===== config.mk =====
export PLATFORM = sky130hd
export DESIGN_NAME = sfcs_top
export DESIGN_NICKNAME = d
export VERILOG_FILES = /design/src/sfcs_pkg.sv /design/src/sfcs_queue.sv /design/src/sfcs_top.sv
export VERILOG_INCLUDE_DIRS = /design/src /design/src/src
export SDC_FILE = /design/constraint.sdc
export NUM_CORES = 1
export LEC_CHECK = 0
export BUFFER_PORTS_ARGS = -buffer_cell sky130_fd_sc_hd__buf_2
export CORE_AREA = 4 4 139 141
export DETAILED_ROUTE_END_ITERATION = 6
export DIE_AREA = 0 0 143 145
export GPL_TIMING_DRIVEN = 1
export PLACE_DENSITY = 0.57
export SKIP_LAST_GASP = 1
export SYNTH_ARGS = -nofsm -noshare
export SYNTH_HDL_FRONTEND = slang
export SYNTH_HIERARCHICAL = 1
export SYNTH_SLANG_ARGS = --single-unit

===== constraint.sdc =====
create_clock -name pclk -period 3.11 [get_ports pclk]
set_clock_uncertainty 0.05 [all_clocks]
set_input_delay 0.4665 -clock pclk [delete_from_list [all_inputs] [get_ports pclk]]
set_output_delay 0.4665 -clock pclk [all_outputs]
set_load 0.02 [all_outputs]

===== src/sfcs_defs.svh =====
`ifndef SFCS_DEFS_SVH
`define SFCS_DEFS_SVH
// Register byte offsets
`define SFCS_OFS_RX_CFG 12'h000
`define SFCS_OFS_TX_CFG 12'h004
`define SFCS_OFS_RX_STAT 12'h008
`define SFCS_OFS_SETUP 12'h00C
`define SFCS_OFS_IRQ_STAT 12'h010
`define SFCS_OFS_IRQ_MASK 12'h014
`define SFCS_OFS_TX_STAT 12'h018
// Field positions
`define SFCS_BIT_CLEAR 7
`define SFCS_BIT_COND 6
`define SFCS_BIT_OVR 7
`define SFCS_BIT_ENABLE 0
`define SFCS_BIT_FDPX 1
// Reset values and sizes
`define SFCS_RST_2B 2'h0
`define SFCS_RST_8B 8'h00
`define SFCS_LVL_W 3
`define SFCS_DEPTH 4
`define SFCS_HALF_DEPTH 2
`endif


===== src/sfcs_pkg.sv =====
package sfcs_pkg;
  typedef struct packed {
    logic [1:0] thr;
    logic cond;
  } sfcs_cfg_s;
  typedef struct packed {
    logic push;
    logic pop;
    logic [7:0] data;
  } sfcs_strm_s;
  typedef enum logic [2:0] {
    SFCS_IDLE = 3'b001,
    SFCS_SETUP = 3'b010,
    SFCS_ACCESS = 3'b100
  } sfcs_apb_e;
endpackage


===== src/sfcs_queue.sv =====
`timescale 1ns/1ns
`default_nettype none
`include "sfcs_defs.svh"
// Small byte queue with registered read data and a fill level
module sfcs_queue (
  // Clock and reset
  input wire logic pclk,
  input wire logic presetn,
  // Control
  input wire logic clr,
  input wire logic [2:0] cap,
  // Stream
  input wire logic push,
  input wire logic [7:0] wdata,
  input wire logic pop,
  output logic [7:0] rdata_ff,
  output logic [2:0] level_ff,
  output logic full
);
  logic [7:0] mem_ff [0:3];
  logic [1:0] wp_ff;
  logic [1:0] rp_ff;
  logic do_push;
  logic do_pop;

  assign full = (level_ff >= cap);
  assign do_push = push && !full;
  assign do_pop = pop && (level_ff != 3'h0);

  // Storage
  always_ff @(posedge pclk) begin
    if (do_push) begin
      mem_ff[wp_ff] <= wdata;
    end
  end

  // Pointers and level; clear wins
  always_ff @(posedge pclk or negedge presetn) begin
    if (!presetn) begin
      wp_ff <= 2'h0;
      rp_ff <= 2'h0;
      level_ff <= 3'h0;
      rdata_ff <= 8'h00;
    end else if (clr) begin
      wp_ff <= 2'h0;
      rp_ff <= 2'h0;
      level_ff <= 3'h0;
    end else begin
      if (do_push) begin
        wp_ff <= (cap == 3'h2) ? {1'b0, ~wp_ff[0]} : wp_ff + 2'h1;
      end
      if (do_pop) begin
        rdata_ff <= mem_ff[rp_ff];
        rp_ff <= (cap == 3'h2) ? {1'b0, ~rp_ff[0]} : rp_ff + 2'h1;
      end
      level_ff <= level_ff + {2'h0, do_push} - {2'h0, do_pop};
    end
  end
endmodule
`default_nettype wire


===== src/sfcs_top.sv =====
// Operation
// - Writing 1 to the receive clear bit empties the receive queue, zeroes its level and resets its read pointer.
// - Receive interrupt fires on reaching threshold, and with condition bit 1 also when a read leaves more than threshold.
// - Receive threshold code maps to 4,1,2,3 bytes in half duplex and 2,1,2,1 in full duplex.
// - Writing 1 to the transmit clear bit empties the transmit queue, zeroes its level and resets its write pointer.
// - Transmit interrupt fires on reaching threshold, and with condition bit 1 also when a take leaves it below threshold.
// - Transmit threshold code maps to 0,1,2,3 bytes outside full duplex and 0,1,0,1 in full duplex.
// - Receive status bit 7 is a read-only overrun flag.
// - Receive status bits 2-0 report receive occupancy, 0 to 4 bytes.
// - Unused bits read 0 and all implemented fields reset to 0.
// - Enabled queues are 4 bytes in half duplex and 2 bytes each in full duplex.
`timescale 1ns/1ns
`default_nettype none
`include "sfcs_defs.svh"
module sfcs_top (
  // APB slave
  input wire logic pclk,
  input wire logic presetn,
  input wire logic psel,
  input wire logic penable,
  input wire logic pwrite,
  input wire logic [11:0] paddr,
  input wire logic [31:0] pwdata,
  output logic [31:0] prdata_ff,
  output logic pready_ff,
  output logic pslverr_ff,
  // Channel side: receive shift register pushes, transmit shift register pops
  input wire sfcs_pkg::sfcs_strm_s rx_in,
  input wire sfcs_pkg::sfcs_strm_s tx_in,
  output logic [7:0] rx_data_ff,
  output logic [7:0] tx_data_ff,
  output logic rx_irq_ff,
  output logic tx_irq_ff,
  output logic irq_ff
);
  import sfcs_pkg::*;

  sfcs_cfg_s rx_cfg_ff;
  sfcs_cfg_s tx_cfg_ff;
  logic queue_en_ff;
  logic full_duplex_ff;
  logic rx_ovr_ff;
  logic [1:0] irq_stat_ff;
  logic [1:0] irq_mask_ff;
  logic rx_clr;
  logic tx_clr;
  logic [2:0] rx_lvl;
  logic [2:0] tx_lvl;
  logic [2:0] rx_cap;
  logic [2:0] tx_cap;
  logic [2:0] rx_thr;
  logic [2:0] tx_thr;
  logic rx_full;
  logic tx_full;
  logic [7:0] rx_q_data;
  logic [7:0] tx_q_data;
  logic acc;
  logic wr;
  logic rd;
  logic rx_ev;
  logic tx_ev;
  logic [31:0] nxt_prdata;
  logic nxt_err;

  // Two-cycle access phase; slave answers ready on its second cycle
  assign acc = psel && penable && !pready_ff;
  assign wr = acc && pwrite;
  assign rd = acc && !pwrite;
  assign rx_clr = wr && paddr == `SFCS_OFS_RX_CFG && pwdata[`SFCS_BIT_CLEAR];
  assign tx_clr = wr && paddr == `SFCS_OFS_TX_CFG && pwdata[`SFCS_BIT_CLEAR];

  // Queue size from duplex mode; disabled queues hold nothing
  always_comb begin
    rx_cap = 3'h0;
    tx_cap = 3'h0;
    if (queue_en_ff) begin
      rx_cap = full_duplex_ff ? 3'd`SFCS_HALF_DEPTH : 3'd`SFCS_DEPTH;
      tx_cap = full_duplex_ff ? 3'd`SFCS_HALF_DEPTH : 3'd`SFCS_DEPTH;
    end
  end

  // Threshold decode tables
  always_comb begin
    case (rx_cfg_ff.thr)
      2'b00: rx_thr = full_duplex_ff ? 3'd2 : 3'd4;
      2'b01: rx_thr = 3'd1;
      2'b10: rx_thr = 3'd2;
      2'b11: rx_thr = full_duplex_ff ? 3'd1 : 3'd3;
      default: rx_thr = 3'd0;
    endcase
    case (tx_cfg_ff.thr)
      2'b00: tx_thr = 3'd0;
      2'b01: tx_thr = 3'd1;
      2'b10: tx_thr = full_duplex_ff ? 3'd0 : 3'd2;
      2'b11: tx_thr = full_duplex_ff ? 3'd1 : 3'd3;
      default: tx_thr = 3'd0;
    endcase
  end

  sfcs_queue u_rxq (
    .pclk(pclk),
    .presetn(presetn),
    .clr(rx_clr),
    .cap(rx_cap),
    .push(rx_in.push),
    .wdata(rx_in.data),
    .pop(rx_in.pop),
    .rdata_ff(rx_q_data),
    .level_ff(rx_lvl),
    .full(rx_full)
  );

  sfcs_queue u_txq (
    .pclk(pclk),
    .presetn(presetn),
    .clr(tx_clr),
    .cap(tx_cap),
    .push(tx_in.push),
    .wdata(tx_in.data),
    .pop(tx_in.pop),
    .rdata_ff(tx_q_data),
    .level_ff(tx_lvl),
    .full(tx_full)
  );

  // Interrupt events, judged on the level after the current push or pop
  always_comb begin
    rx_ev = 1'b0;
    tx_ev = 1'b0;
    if (queue_en_ff && !rx_clr) begin
      if (rx_in.push && !rx_full && rx_lvl + 3'h1 == rx_thr) begin
        rx_ev = 1'b1;
      end
      if (rx_cfg_ff.cond && rx_in.pop && rx_lvl != 3'h0 && rx_lvl - 3'h1 > rx_thr) begin
        rx_ev = 1'b1;
      end
    end
    if (queue_en_ff && !tx_clr && tx_in.pop && tx_lvl != 3'h0) begin
      if (tx_lvl - 3'h1 == tx_thr) begin
        tx_ev = 1'b1;
      end
      if (tx_cfg_ff.cond && tx_lvl - 3'h1 < tx_thr) begin
        tx_ev = 1'b1;
      end
    end
  end

  // Configuration registers; clear bits never stored
  always_ff @(posedge pclk or negedge presetn) begin
    if (!presetn) begin
      rx_cfg_ff <= '0;
      tx_cfg_ff <= '0;
      queue_en_ff <= 1'b0;
      full_duplex_ff <= 1'b0;
      irq_mask_ff <= `SFCS_RST_2B;
    end else if (wr) begin
      case (paddr)
        `SFCS_OFS_RX_CFG: rx_cfg_ff <= '{thr: pwdata[1:0], cond: pwdata[`SFCS_BIT_COND]};
        `SFCS_OFS_TX_CFG: tx_cfg_ff <= '{thr: pwdata[1:0], cond: pwdata[`SFCS_BIT_COND]};
        `SFCS_OFS_SETUP: begin
          queue_en_ff <= pwdata[`SFCS_BIT_ENABLE];
          full_duplex_ff <= pwdata[`SFCS_BIT_FDPX];
        end
        `SFCS_OFS_IRQ_MASK: irq_mask_ff <= pwdata[1:0];
        default: ;
      endcase
    end
  end

  // Overrun: sticky until receive clear; the clear beats a same-cycle overrun
  always_ff @(posedge pclk or negedge presetn) begin
    if (!presetn) begin
      rx_ovr_ff <= 1'b0;
    end else if (rx_in.push && rx_full && !rx_clr) begin
      rx_ovr_ff <= 1'b1;
    end else if (rx_clr) begin
      rx_ovr_ff <= 1'b0;
    end
  end

  // Sticky status; a read clears it but a same-cycle event survives
  always_ff @(posedge pclk or negedge presetn) begin
    if (!presetn) begin
      irq_stat_ff <= `SFCS_RST_2B;
    end else begin
      irq_stat_ff <= ((rd && paddr == `SFCS_OFS_IRQ_STAT) ? 2'b00 : irq_stat_ff)
                     | {tx_ev, rx_ev};
    end
  end

  // Registered interrupt and data outputs
  always_ff @(posedge pclk or negedge presetn) begin
    if (!presetn) begin
      rx_irq_ff <= 1'b0;
      tx_irq_ff <= 1'b0;
      irq_ff <= 1'b0;
      rx_data_ff <= `SFCS_RST_8B;
      tx_data_ff <= `SFCS_RST_8B;
    end else begin
      rx_irq_ff <= rx_ev;
      tx_irq_ff <= tx_ev;
      irq_ff <= |(irq_stat_ff & irq_mask_ff);
      rx_data_ff <= rx_q_data;
      tx_data_ff <= tx_q_data;
    end
  end

  // Read mux; unmapped offsets answer with an error
  always_comb begin
    nxt_prdata = 32'h0000_0000;
    nxt_err = 1'b0;
    case (paddr)
      `SFCS_OFS_RX_CFG: nxt_prdata = {24'h00_0000, 1'b0, rx_cfg_ff.cond, 4'h0, rx_cfg_ff.thr};
      `SFCS_OFS_TX_CFG: nxt_prdata = {24'h00_0000, 1'b0, tx_cfg_ff.cond, 4'h0, tx_cfg_ff.thr};
      `SFCS_OFS_RX_STAT: nxt_prdata = {24'h00_0000, rx_ovr_ff, 4'h0, rx_lvl};
      `SFCS_OFS_SETUP: nxt_prdata = {30'h0000_0000, full_duplex_ff, queue_en_ff};
      `SFCS_OFS_IRQ_STAT: nxt_prdata = {30'h0000_0000, irq_stat_ff};
      `SFCS_OFS_IRQ_MASK: nxt_prdata = {30'h0000_0000, irq_mask_ff};
      `SFCS_OFS_TX_STAT: nxt_prdata = {29'h0000_0000, tx_lvl};
      default: nxt_err = 1'b1;
    endcase
  end

  // Bus answer: pready one cycle after access starts
  always_ff @(posedge pclk or negedge presetn) begin
    if (!presetn) begin
      pready_ff <= 1'b0;
      pslverr_ff <= 1'b0;
      prdata_ff <= 32'h0000_0000;
    end else begin
      pready_ff <= acc;
      pslverr_ff <= acc && nxt_err;
      if (rd) begin
        prdata_ff <= nxt_prdata;
      end
    end
  end

  // Clearing empties the queue on the next edge
  a_rx_clear_lvl: assert property (@(posedge pclk) disable iff (!presetn)
    rx_clr |=> rx_lvl == 3'h0) else $error("rx level not zero after clear");
  a_tx_clear_lvl: assert property (@(posedge pclk) disable iff (!presetn)
    tx_clr |=> tx_lvl == 3'h0) else $error("tx level not zero after clear");
  a_rx_irq_reach: assert property (@(posedge pclk) disable iff (!presetn)
    (queue_en_ff && !rx_clr && rx_in.push && !rx_in.pop && !rx_full && rx_lvl + 3'h1 == rx_thr)
    |=> rx_irq_ff) else $error("rx irq missed at threshold");
  a_tx_irq_reach: assert property (@(posedge pclk) disable iff (!presetn)
    (queue_en_ff && !tx_clr && tx_in.pop && tx_lvl != 3'h0 && tx_lvl - 3'h1 == tx_thr)
    |=> tx_irq_ff) else $error("tx irq missed at threshold");
  a_rx_thr_half: assert property (@(posedge pclk) disable iff (!presetn)
    (!full_duplex_ff && rx_cfg_ff.thr == 2'b00) |-> rx_thr == 3'd4)
    else $error("rx threshold decode");
  a_tx_thr_full: assert property (@(posedge pclk) disable iff (!presetn)
    (full_duplex_ff && tx_cfg_ff.thr == 2'b10) |-> tx_thr == 3'd0)
    else $error("tx threshold decode");
  a_ovr_sets: assert property (@(posedge pclk) disable iff (!presetn)
    (rx_in.push && rx_full && !rx_clr) |=> rx_ovr_ff) else $error("overrun not set");
  a_lvl_bound: assert property (@(posedge pclk) disable iff (!presetn)
    rx_lvl <= 3'd4 && tx_lvl <= 3'd4) else $error("level above four");
  a_size_fdpx: assert property (@(posedge pclk) disable iff (!presetn)
    (queue_en_ff && full_duplex_ff) |-> rx_cap == 3'd2) else $error("queue size");
  a_stat_read: assert property (@(posedge pclk) disable iff (!presetn)
    (rd && paddr == `SFCS_OFS_RX_STAT) |=> prdata_ff == {24'h00_0000, $past(rx_ovr_ff), 4'h0,
    $past(rx_lvl)}) else $error("rx status read");
endmodule
`default_nettype wire


==> results.tsv <==
metric	value	unit
outcome	completed	
drc	0	
drv_cap	0	
path_clk_slew	0.07	ns
ant_nets	0	
utilization	40.7	%
syn_area	6240	µm²
crit_path_end_kind	register	
total_power	6.45	mW
power.leakage	3.23	nW
cts_buffer_depth	2	
cts_tree	yes	
rsz0062_at_grt	false	
clock_tree.root_cell	clkbuf_16	
critPathBufInv	5	
crit_start	queue_en_ff	
fin_worst_hold_slack	0.212	ns
wl_per_cell	15.3	µm
drt_wl_total	11400	µm
synthCells	418	
max_freq	343	MHz
cts_sinks	133	
cts_buffers	17	
finalSetupTns	0	ns
grt_max_degree	42	
min_path_type	input port to register	
die_h	145	µm
ys_warn_count	6	
path_cells	inv_1 > nor2_2 > inv_1 > ha_1 > a21oi_1 > o211a_1 > inv_1 > ha_1 > inv_1 > ha_1 > inv_1 > fa_1 > xor2_1 > and2_2 > nor3_1	
diodes	0	
crit_end	u_rxq/level_ff[2]	
grt_pass1_wl	18600	µm
drive_above_1_share	27.7	%
area_growth	17.2	%
gp_congestion	0.771	
hold_viol	0	
dp_hpwl	8040	µm
clock_latency	0.42	ns
crit_cells	15	
vdd_drop_max	455	µV
cpMostUsedCell	inv_1	
pre_cts_slack	0.0925	ns
die_x	143	µm
reg2reg_from	queue_en_ff	
p_per_area	881	nW/µm²
first_pass_iters	4	
crit_family	adder cells	
worstPathMaxFanout	4	
slew_headroom	60.4	%
final_net_count	602	
rows	49	
vias	3456	
htree_levels	4	
critical_path_arrival	3.19	ns
fin_ws	0.195	ns
cp.required	3.39	ns
slew_violations	0	
grt_antenna_before_repair	0	
fin_crit	2.91	ns
core	18000	µm²
cp_slowest_cell	fa_1	
reg2regPathDepth	15	
start_util	34.8	%
reg2reg_to	u_rxq/level_ff[2]	
setup_viol	0	
crit_path_start_kind	register	
grtUsageTotal	11.6	%
crit_type	register to register	
die_area	20700	µm²
max_stage_delay	0.37	ns
tightest_slew	0.585	ns
port-buffer-count	66	
finalCritPeriodShare	93.7	%
dr.first_iter.drc_count	196	
r2r_setup_slack	0.20	ns
first_global_vias	3523	
grt_overflow	0	
synth.avg_cell_area	14.9	µm²
pin_count	122	
nFillCells	1641	
viasPerCell	4.64	
## routing by layer
metal	vias up	wire, µm	global-route usage [%]
li1	1650	-	-
met1	1703	4840	14.6
met2	90	5750	18.9
met3	13	605	3.42
met4	0	165	4.56
met5	-	0	0
## how the worst min path moves through the flow
stage	from	endpoint	slack [ns]	cells past startpoint
2_1_floorplan	presetn	full_duplex_ff	0.12	0
3_3_place_gp	presetn	pslverr_ff	0.21	1
3_5_place_dp	presetn	pslverr_ff	0.21	1
4_1_cts	rx_in[2]	u_rxq/mem_ff[3][2]	0.19	1
5_1_grt	rx_in[1]	u_rxq/mem_ff[3][1]	0.20	1
6_report	rx_in[3]	u_rxq/mem_ff[3][3]	0.21	1
## metrics by stage
| step | std cells | cell area, µm² |
|---|---|---|
| 2_1_floorplan | 448 | 6360 |
| 3_3_place_gp | 710 | 6720 |
| 3_5_place_dp | 710 | 6720 |
| 4_1_cts | 743 | 7300 |
| 5_1_grt | 745 | 7320 |
| 6_report | 745 | 7320 |
## worst register-to-register path, delay by kind of cell, from the launching register on
kind / cells / cell delay (ns)
flops: 1 / 0.34
simple gates: 3 / 0.51
buf+inv: 5 / 0.33
fa+ha+maj: 4 / 1.07
compound gates: 2 / 0.39
xor+xnor: 1 / 0.16
## area by class of cell
type	count	area, µm²	area share [%]
clock buffers	18	439	6.00
repair buffers	76	408	5.57
well taps	229	287	3.91
clock inverters	14	135	1.85
flip-flops and latches	133	3650	49.8
inverters	26	97.6	1.33
multi-input cells	249	2300	31.5
## power breakdown
| part | internal (mW) | leakage (nW) | switching (mW) |
|---|---|---|---|
| Clock | 1.08 | 0.283 | 0.850 |
| Sequential | 2.34 | 1.42 | 0.370 |
| Combinational | 0.938 | 1.52 | 0.865 |
## cells in the final DEF, fill, tap and decap left out, types with 3 or more instances in the layout
cell type,instances
xor2_1,4
a21oi_1,9
inv_6,5
conb_1,31
mux2_4,16
and2_1,10
buf_2,66
edfxtp_1,64
inv_8,4
o21ai_0,4
mux2_1,10
nand3b_1,5
a32o_1,3
nor2_1,19
buf_4,9
and3_1,3
mux4_1,14
inv_1,26
clkbuf_16,17
mux2i_1,6
ha_1,28
nand3_1,8
dfrtp_1,69
nor2b_4,3
nand2b_1,4
nor3_1,5
nor2b_1,9
nand2_1,8
xnor2_1,3
mux4_2,3
## sequential cells by signal (all words and copies together), names as in the netlist, 2 cells and up
register        count
irq_mask_ff         2
irq_stat_ff         2
prdata_ff           5
rx_cfg_ff           3
rx_data_ff          8
tx_cfg_ff           3
tx_data_ff          8
u_rxq/level_ff      3
u_rxq/mem_ff       32
u_rxq/rdata_ff      8
u_rxq/rp_ff         2
u_rxq/wp_ff         2
u_txq/level_ff      3
u_txq/mem_ff       32
u_txq/rdata_ff      8
u_txq/rp_ff         2
u_txq/wp_ff         2
## timing repair
action,4_1_cts,5_1_grt
setup endpoints to repair,0,2
hold buffers,1,0
hold endpoints to repair,1,0
gates resized for setup,0,1
buffers inserted,0,2
(Power assumes the default switching activity.)
